--- src/hdl/cvr_regs_map.svh ---
// Register offsets, field positions and reset values of the comparator register bank
`ifndef CVR_REGS_MAP_SVH
`define CVR_REGS_MAP_SVH

// ----------------------------------------------------------------
// Register offsets (word index on the plain register port)
// ----------------------------------------------------------------
`define CVR_OFS_CMP1_CTRL   4'h0
`define CVR_OFS_CMP2_CTRL   4'h1
`define CVR_OFS_CMP3_CTRL   4'h2
`define CVR_OFS_STATUS      4'h3
`define CVR_OFS_REF_CTRL    4'h4
`define CVR_OFS_IRQ_STATUS  4'h5
`define CVR_OFS_IRQ_MASK    4'h6

// ----------------------------------------------------------------
// Comparator control fields
// ----------------------------------------------------------------
`define CVR_CC_ENABLE       15
`define CVR_CC_PIN_OE       14
`define CVR_CC_POLARITY     13
`define CVR_CC_EVENT        9
`define CVR_CC_RESULT       8
`define CVR_CC_EVPOL_HI     7
`define CVR_CC_EVPOL_LO     6
`define CVR_CC_REFSEL       4
`define CVR_CC_CHAN_HI      1
`define CVR_CC_CHAN_LO      0
`define CVR_CC_WMASK        16'hE0D3

// ----------------------------------------------------------------
// Status and reference fields
// ----------------------------------------------------------------
`define CVR_ST_IDLE_STOP    15
`define CVR_ST_EVT_LO       8
`define CVR_ST_OUT_LO       0
`define CVR_RC_POWER        7
`define CVR_RC_PIN_OE       6
`define CVR_RC_RANGE        5
`define CVR_RC_SOURCE       4
`define CVR_RC_LEVEL_HI     3
`define CVR_RC_LEVEL_LO     0

// ----------------------------------------------------------------
// Reset values
// ----------------------------------------------------------------
`define CVR_RST_CTRL        16'h0000
`define CVR_RST_REF         8'h00

`endif

--- src/hdl/cvr_pkg.sv ---
// Types shared by the comparator register bank
package cvr_pkg;

   // Inverting input selection codes
   typedef enum logic [1:0] {
      CVR_INV_PIN_B   = 2'h0,
      CVR_INV_PIN_C   = 2'h1,
      CVR_INV_PIN_D   = 2'h2,
      CVR_INV_HALF_BG = 2'h3
   } cvr_inv_sel_t;

   // Event polarity codes
   typedef enum logic [1:0] {
      CVR_EV_OFF  = 2'h0,
      CVR_EV_RISE = 2'h1,
      CVR_EV_FALL = 2'h2,
      CVR_EV_ANY  = 2'h3
   } cvr_evpol_t;

endpackage : cvr_pkg

--- src/hdl/cvr_event.sv ---
// Per-comparator polarity, edge detection and sticky event flag
module cvr_event (
   input  wire logic       i_clk,
   input  wire logic       i_reset,
   input  wire logic       i_raw,
   input  wire logic       i_enable,
   input  wire logic       i_invert,
   input  wire logic [1:0] i_evpol,
   input  wire logic       i_clear,
   output logic            o_result,
   output logic            o_event,
   output logic            o_pulse
);

   logic prev;
   logic next_result;
   logic trig;

   // Result with polarity applied; disabled comparator reads zero
   assign next_result = i_enable & (i_raw ^ i_invert);

   // Edge selection per event polarity code
   always_comb begin
      unique case (cvr_pkg::cvr_evpol_t'(i_evpol))
         cvr_pkg::CVR_EV_OFF:  trig = 1'b0;
         cvr_pkg::CVR_EV_RISE: trig = next_result & ~prev;
         cvr_pkg::CVR_EV_FALL: trig = ~next_result & prev;
         cvr_pkg::CVR_EV_ANY:  trig = next_result ^ prev;
      endcase
   end

   // ---------------------------------------------
   // Flag: set wins over a clear in the same cycle
   // ---------------------------------------------
   always_ff @(posedge i_clk) begin
      if (i_reset) begin
         prev     <= 1'b0;
         o_result <= 1'b0;
         o_event  <= 1'b0;
         o_pulse  <= 1'b0;
      end else begin
         prev     <= next_result;
         o_result <= next_result;
         o_pulse  <= trig & ~o_event;
         if (trig & ~o_event) begin
            o_event <= 1'b1;
         end else if (i_clear) begin
            o_event <= 1'b0;
         end
      end
   end

endmodule : cvr_event

--- src/hdl/cvr_regs.sv ---
// Register bank for the triple comparator and its voltage reference
// Operation
// - Reference bit picks internal reference, else A
// - Channel code picks B, C, D or half bandgap
// - Idle-stop bit suppresses interrupts while idle
// - Status bits 10..8 mirror event flags
// - Status bits 2..0 mirror comparator outputs
// - Enable bit powers the reference
// - Output-enable bit drives reference pin
// - Range bit selects step size and offset
// - Source bit selects external pins or rails
// - Four-bit level passes to ladder tap
// - Event flag sticky; blocks further triggers
// - Output bit follows polarity-adjusted compare
`include "cvr_regs_map.svh"

module cvr_regs #(
   parameter int NCMP = 3
) (
   input  wire logic         i_clk,
   input  wire logic         i_reset,
   input  wire logic [3:0]   i_addr,
   input  wire logic [15:0]  i_wdata,
   input  wire logic         i_wr,
   input  wire logic         i_rd,
   input  wire logic         i_idle,
   input  wire logic [2:0]   i_cmp_raw,
   output logic      [15:0]  o_rdata,
   output logic      [2:0]   o_noninv_ref_select,
   output logic      [5:0]   o_inverting_channel_select,
   output logic      [2:0]   o_cmp_enable,
   output logic      [2:0]   o_cmp_pin_oe,
   output logic      [2:0]   o_cmp_pin_out,
   output logic      [2:0]   o_trigger,
   output logic              o_reference_power_enable,
   output logic              o_reference_pin_output_enable,
   output logic              o_reference_range_select,
   output logic              o_reference_source_select,
   output logic      [3:0]   o_reference_level_value,
   output logic              o_irq
);

   // ----------------------------------------------------------------
   // Storage
   // ----------------------------------------------------------------
   logic [15:0]     ctrl [NCMP];
   logic            idle_interrupt_stop;
   logic [7:0]      ref_ctrl;
   logic [NCMP-1:0] irq_status;
   logic [NCMP-1:0] irq_mask;
   logic [NCMP-1:0] comparator_event_flag;
   logic [NCMP-1:0] comparator_result_bit;
   logic [NCMP-1:0] evt_pulse;
   logic [NCMP-1:0] evt_clear;
   logic [NCMP-1:0] raw_sync;
   logic [15:0]     status_word;
   logic [15:0]     next_rdata;

   // ----------------------------------------------------------------
   // Per-comparator logic
   // ----------------------------------------------------------------
   for (genvar c = 0; c < NCMP; c++) begin : g_cmp
      // Software clears the flag by writing zero to the event bit
      assign evt_clear[c] = i_wr && i_addr == 4'(c)
                            && !i_wdata[`CVR_CC_EVENT];

      cvr_sync u_sync (
         .i_clk   (i_clk),
         .i_reset (i_reset),
         .i_async (i_cmp_raw[c]),
         .o_sync  (raw_sync[c])
      );

      cvr_event u_evt (
         .i_clk    (i_clk),
         .i_reset  (i_reset),
         .i_raw    (raw_sync[c]),
         .i_enable (ctrl[c][`CVR_CC_ENABLE]),
         .i_invert (ctrl[c][`CVR_CC_POLARITY]),
         .i_evpol  (ctrl[c][`CVR_CC_EVPOL_HI:`CVR_CC_EVPOL_LO]),
         .i_clear  (evt_clear[c]),
         .o_result (comparator_result_bit[c]),
         .o_event  (comparator_event_flag[c]),
         .o_pulse  (evt_pulse[c])
      );

      // Control register: only writable fields stored
      always_ff @(posedge i_clk) begin
         if (i_reset) begin
            ctrl[c] <= `CVR_RST_CTRL;
         end else if (i_wr && i_addr == 4'(c)) begin
            ctrl[c] <= i_wdata & `CVR_CC_WMASK;
         end
      end
   end

   // ----------------------------------------------------------------
   // Module status and reference control
   // ----------------------------------------------------------------
   always_ff @(posedge i_clk) begin
      if (i_reset) begin
         idle_interrupt_stop <= 1'b0;
      end else if (i_wr && i_addr == `CVR_OFS_STATUS) begin
         idle_interrupt_stop <= i_wdata[`CVR_ST_IDLE_STOP];
      end
   end

   always_ff @(posedge i_clk) begin
      if (i_reset) begin
         ref_ctrl <= `CVR_RST_REF;
      end else if (i_wr && i_addr == `CVR_OFS_REF_CTRL) begin
         ref_ctrl <= i_wdata[7:0];
      end
   end

   // Mirrors are live copies, never written
   always_comb begin
      status_word = 16'h0000;
      status_word[`CVR_ST_IDLE_STOP] = idle_interrupt_stop;
      status_word[`CVR_ST_EVT_LO +: 3] = comparator_event_flag;
      status_word[`CVR_ST_OUT_LO +: 3] = comparator_result_bit;
   end

   // ----------------------------------------------------------------
   // Interrupts: sticky status, write one to clear, set wins
   // ----------------------------------------------------------------
   always_ff @(posedge i_clk) begin
      if (i_reset) begin
         irq_status <= '0;
      end else begin
         for (int c = 0; c < NCMP; c++) begin
            if (evt_pulse[c] && !(i_idle && idle_interrupt_stop)) begin
               irq_status[c] <= 1'b1;
            end else if (i_wr && i_addr == `CVR_OFS_IRQ_STATUS && i_wdata[c]) begin
               irq_status[c] <= 1'b0;
            end
         end
      end
   end

   always_ff @(posedge i_clk) begin
      if (i_reset) begin
         irq_mask <= '0;
      end else if (i_wr && i_addr == `CVR_OFS_IRQ_MASK) begin
         irq_mask <= i_wdata[NCMP-1:0];
      end
   end

   // Registered so the line is glitch free
   always_ff @(posedge i_clk) begin
      if (i_reset) begin
         o_irq <= 1'b0;
      end else begin
         o_irq <= |(irq_status & irq_mask);
      end
   end

   // ----------------------------------------------------------------
   // Read port: data valid the cycle after the strobe only
   // ----------------------------------------------------------------
   always_comb begin
      next_rdata = 16'h0000;
      unique case (i_addr)
         `CVR_OFS_CMP1_CTRL, `CVR_OFS_CMP2_CTRL, `CVR_OFS_CMP3_CTRL: begin
            next_rdata = ctrl[i_addr[1:0]];
            next_rdata[`CVR_CC_EVENT]  = comparator_event_flag[i_addr[1:0]];
            next_rdata[`CVR_CC_RESULT] = comparator_result_bit[i_addr[1:0]];
         end
         `CVR_OFS_STATUS:     next_rdata = status_word;
         `CVR_OFS_REF_CTRL:   next_rdata = {8'h00, ref_ctrl};
         `CVR_OFS_IRQ_STATUS: next_rdata = {13'h0000, irq_status};
         `CVR_OFS_IRQ_MASK:   next_rdata = {13'h0000, irq_mask};
         default:             next_rdata = 16'h0000;
      endcase
   end

   always_ff @(posedge i_clk) begin
      if (i_reset) begin
         o_rdata <= 16'h0000;
      end else if (i_rd) begin
         o_rdata <= next_rdata;
      end else begin
         o_rdata <= 16'h0000;
      end
   end

   // ----------------------------------------------------------------
   // Analog control outputs, registered
   // ----------------------------------------------------------------
   always_ff @(posedge i_clk) begin
      if (i_reset) begin
         o_noninv_ref_select        <= '0;
         o_inverting_channel_select <= '0;
         o_cmp_enable               <= '0;
         o_cmp_pin_oe               <= '0;
         o_cmp_pin_out              <= '0;
         o_trigger                  <= '0;
      end else begin
         for (int c = 0; c < NCMP; c++) begin
            o_noninv_ref_select[c] <= ctrl[c][`CVR_CC_REFSEL];
            o_inverting_channel_select[2*c +: 2] <=
               ctrl[c][`CVR_CC_CHAN_HI:`CVR_CC_CHAN_LO];
            o_cmp_enable[c]  <= ctrl[c][`CVR_CC_ENABLE];
            o_cmp_pin_oe[c]  <= ctrl[c][`CVR_CC_PIN_OE];
         end
         o_cmp_pin_out <= comparator_result_bit;
         o_trigger     <= evt_pulse;
      end
   end

   // Reference ladder controls; settling is software's concern
   always_ff @(posedge i_clk) begin
      if (i_reset) begin
         o_reference_power_enable      <= 1'b0;
         o_reference_pin_output_enable <= 1'b0;
         o_reference_range_select      <= 1'b0;
         o_reference_source_select     <= 1'b0;
         o_reference_level_value       <= 4'h0;
      end else begin
         o_reference_power_enable      <= ref_ctrl[`CVR_RC_POWER];
         o_reference_pin_output_enable <= ref_ctrl[`CVR_RC_PIN_OE];
         o_reference_range_select      <= ref_ctrl[`CVR_RC_RANGE];
         o_reference_source_select     <= ref_ctrl[`CVR_RC_SOURCE];
         o_reference_level_value       <=
            ref_ctrl[`CVR_RC_LEVEL_HI:`CVR_RC_LEVEL_LO];
      end
   end
endmodule : cvr_regs

--- src/hdl/cvr_sync.sv ---
// Two-flop synchroniser for one analog comparator output
module cvr_sync (
   input  wire logic i_clk,
   input  wire logic i_reset,
   input  wire logic i_async,
   output logic      o_sync
);

   logic meta;

   // ---------------------------------------------
   // Crossing: the first flop feeds only the second
   // ---------------------------------------------
   always_ff @(posedge i_clk) begin
      if (i_reset) begin
         meta   <= 1'b0;
         o_sync <= 1'b0;
      end else begin
         meta   <= i_async;
         o_sync <= meta;
      end
   end

endmodule : cvr_sync
--- config.mk ---
export PLATFORM = sky130hd
export DESIGN_NAME = cvr_regs
export DESIGN_NICKNAME = d
export VERILOG_FILES = /design/src/hdl/cvr_pkg.sv /design/src/hdl/cvr_event.sv /design/src/hdl/cvr_regs.sv /design/src/hdl/cvr_sync.sv
export VERILOG_INCLUDE_DIRS = /design/src /design/src/hdl
export SDC_FILE = /design/constraint.sdc
export NUM_CORES = 1
export LEC_CHECK = 0
export ABC_AREA = 0
export BUFFER_PORTS_ARGS = -buffer_cell sky130_fd_sc_hd__buf_4
export CORE_ASPECT_RATIO = 1.4
export CORE_MARGIN = 2
export CORE_UTILIZATION = 30
export DETAILED_ROUTE_END_ITERATION = 8
export PLACE_DENSITY = 0.48
export SYNTH_ARGS = -nofsm -noshare
export SYNTH_HDL_FRONTEND = slang
export SYNTH_SLANG_ARGS = --single-unit
export TNS_END_PERCENT = 10
--- constraint.sdc ---
create_clock -name i_clk -period 3.53 [get_ports i_clk]
set_input_delay 0.353 -clock i_clk [delete_from_list [all_inputs] [get_ports i_clk]]
set_output_delay 0.353 -clock i_clk [all_outputs]
set_load 0.005 [all_outputs]
==> metrics.csv <==
stage,metric,value,unit
layout,antennaDiodeCount,0,
timing,tightest_slew,1010,ps
detailed_routing,vias,2613,
global_routing,grt_first_pass_wirelength,13.4,mm
synthesis,yosys_warnings,0,
outcome,status,finished clean,
worst_setup_path,critPathLaunchType,register,
timing,min_period_over_period,0.530,
floorplanning,die_area,13400,sq um
detailed_routing,routed_wl,8.97,mm
pwr,power-per-cell-area,503,nW/um^2
synthesis,synthAdderAreaFrac,0.0201,
synthesis,async_flop_share,0,
min_path,hold_depth,2,
detailed_routing,wl_per_cell,16.1,um
clock_network,clk_latency,340,ps
worst_setup_path,rr_startpoint,ctrl[0][5],
synthesis,synth_cell_type_count,44,
clock_network,clockBufferDepth,2,
synthesis,yosysMostFrequentCell,dfxtp_1,
synthesis,yosys.area_share.simple,0.217,
clock_network,path_clk_slew,60,ps
floorplanning,start_util,0.306,
timing,fin_tns_setup,0,ps
clock_network,post_cts_buffers,0,
worst_setup_path,crit_buf_inv,0,
worst_setup_path,cpPeakStageDelay,400,ps
timing,whs,212,ps
worst_setup_path,r2r_slack,1660,ps
worst_setup_path,critical-path-slowest-cell,edfxtp_1,
min_path,hold_path.class,input port to register,
synthesis,synth_edf_count,24,
global_routing,grt_usage,0.136,
detailed_routing,drt-initial-drc-count,120,
worst_setup_path,reg2regPathDepth,7,
clock_network,cts-htree-levels,3,
synthesis,ys_ff_latch,98,
floorplanning,ios,74,
timing,final_max_slew_viol_count,0,
detailed_routing,drtPass1Iterations,4,
timing,finalClockSkew,4.92,ps
synthesis,synth_xor_area_frac,0.00702,
worst_setup_path,path_cells,xor2_1 > nand2_1 > ha_1 > nand3_1 > o21ai_0 > nor4_1 > a31o_2,
synthesis,ys_seq_area_frac,0.588,
worst_setup_path,reg2reg_to,g_cmp[0].u_evt.o_event,
floorplanning,die_y,136,um
floorplanning,core_area,12300,sq um
global_routing,antenna_found_initial,0,
detailed_routing,viasPerCell,4.67,
synthesis,syn_area,3740,sq um
synthesis,synth_top_cell_by_area,dfxtp_1,
timing,setup_viol,0,
placed_design,place_ws,1380,ps
placed_design,gp_routability_congestion,0.797,
worst_setup_path,arrival,2160,ps
timing,min_period,1870,ps
global_routing,grt_overflow_total,0,
timing,fin_ws,1660,ps
synthesis,synth_top_cells_by_count,"74 x dfxtp_1, 37 x nor2b_1, 31 x nor2_1",
synthesis,synth-compound-area-share,0.0802,
clock_network,cts_resized,0,
timing,max-slew-margin-rel,0.319,
worst_setup_path,cp_max_fo,2,
layout,syn_to_final_growth,24.4,%
worst_setup_path,critPathTopFamily,simple AND/OR/NAND/NOR gates,
clock_network,cts_tree,done,
clock_network,cts_buffers,9,
synthesis,synth_mux_area_frac,0.0548,
worst_setup_path,crit_path_end_kind,register,
synthesis,syn_area_per_cell,11.1,sq um
min_path,holdPathEnd,g_cmp[0].u_sync.meta,
placed_design,io_buffers,67,
clock_network,cts_hold_buf,0,
synthesis,synth_area_leaders,"dfxtp_1 40%, edfxtp_1 19%, nor2b_1 6.2%",
detailed_routing,drc,0,
detailed_routing,ant_nets,0,
flow_run,maxCapViolations,0,
floorplanning,rows,48,
worst_setup_path,cp-startpoint,ctrl[0][5],
synthesis,synth_top_area_frac,0.396,
synthesis,synth_top_family_by_area,simple AND/OR/NAND/NOR gates,
pwr,vdd.ir_drop.worst,0.202,mV
pwr,power_leakage,1.89,nW
min_path,hp-start,i_cmp_raw[0],
clock_network,cts-root-buf,clkbuf_16,
global_routing,grt_max_degree,60,
global_routing,grt_pass1_vias,2428,
layout,final_nets,438,
synthesis,synthFlopType,dfxtp_1,
layout,drive_gt1_frac,0.230,
timing,fmax,0.534,GHz
worst_setup_path,path_class,register to register,
worst_setup_path,worstPathRequired,3820,ps
synthesis,synth_cells,338,
clock_network,clock-sinks,98,
timing,hold_violations,0,
floorplanning,die_w,98.4,um
placed_design,hpwl,6.27,mm
timing,rsz0062_at_grt,no,
[cells in the final DEF, fill, tap and decap left out, types with 3 or more instances in the layout]
cell	synthesis	layout
a22oi_1	6	6
o21ai_0	13	13
inv_1	9	9
nor4_1	3	3
a32oi_1	4	4
nand2_1	11	11
and2_1	30	30
nand3_1	9	9
clkinv_2	0	3
mux2i_1	16	16
clkbuf_1	4	3
dfxtp_1	74	74
ha_1	6	6
nor2b_1	37	37
nand2b_1	4	4
clkbuf_16	0	9
xor2_1	3	3
edfxtp_1	24	24
nor2_1	31	31
buf_4	2	70
a21oi_1	12	12
[area by class of cell]
class                   instances  area [sq um]
clock buffers                  12           236
clock inverters                 4          45.0
fillers                      1260          7600
multi-input cells             216          1430
well taps                     150           188
repair buffers                 70           526
flip-flops and latches         98          2200
inverters                       9          33.8
[worst reg2reg max path, cell delays in order (launching register included)]
cell and delay [ps]:
edfxtp_1 400, xor2_1 290, nand2_1 130, ha_1 310, nand3_1 80, o21ai_0 80, nor4_1 360, a31o_2 170
[routing by layer]
metal / wire [um] / global-route usage / vias to the layer above / share of wire
li1: - / - / 1289 / -
met1: 3700 / 0.155 / 1237 / 0.41
met2: 4610 / 0.236 / 71 / 0.51
met3: 384 / 0.0324 / 16 / 0.043
met4: 283 / 0.0715 / 0 / 0.032
met5: 0 / 0 / - / 0
[report_power, final]
part / total [mW] / internal (mW) / leakage [nW] / switching, mW
clock: 0.943 / 0.546 / 0.140 / 0.397
combinational: 0.178 / 0.0809 / 0.920 / 0.0970
sequential: 1.22 / 1.20 / 0.834 / 0.0276
[per-stage QoR]
stage / cells / area, sq um / util / power, mW
after floorplan: 339 / 3750 / - / 1.34
after global placement: 543 / 4370 / 0.357 / 1.43
after detailed placement: 543 / 4370 / 0.357 / 1.43
after CTS: 559 / 4660 / 0.380 / 2.38
after global routing: 559 / 4660 / 0.380 / 2.45
final: 559 / 4660 / 0.380 / 2.34
[worst max-delay path by stage]
| stage | end | slack, ps | cells past startpoint |
|---|---|---|---|
| 3_3_place_gp | ctrl[2][3] | 1400 | 4 |
| 2_1_floorplan | ctrl[0][0] | 1690 | 3 |
| 3_5_place_dp | ctrl[2][2] | 1380 | 4 |
| 6_report | g_cmp[0].u_evt.o_event | 1660 | 7 |
| 4_1_cts | g_cmp[0].u_evt.o_event | 1600 | 7 |
| 5_1_grt | g_cmp[0].u_evt.o_event | 1450 | 7 |
[cell families (layout without fill, tap and decap cells)]
logic type / after synthesis / after routing
buffers and inverters: 25 / 95
multiplexers: 18 / 18
AND/OR/NAND/NOR: 141 / 141
adder cells (fa/ha/maj): 6 / 6
AO/OA/AOI/OAI: 46 / 46
other: 1 / 2
XOR/XNOR: 3 / 3
flip-flops: 98 / 98
[state kept, by name, summed over array words and instances, names as in the netlist, 3 cells and up]
register,flops
ctrl,24
g_cmp.u_evt.o_event,3
g_cmp.u_evt.o_pulse,3
g_cmp.u_evt.o_result,3
g_cmp.u_sync.meta,3
g_cmp.u_sync.o_sync,3
irq_mask,3
irq_status,3
o_cmp_enable,3
o_cmp_pin_oe,3
o_cmp_pin_out,3
o_inverting_channel_select,6
o_noninv_ref_select,3
o_rdata,14
o_reference_level_value,4
o_trigger,3
ref_ctrl,8
No activity file was read; power rests on OpenSTA's default activity.
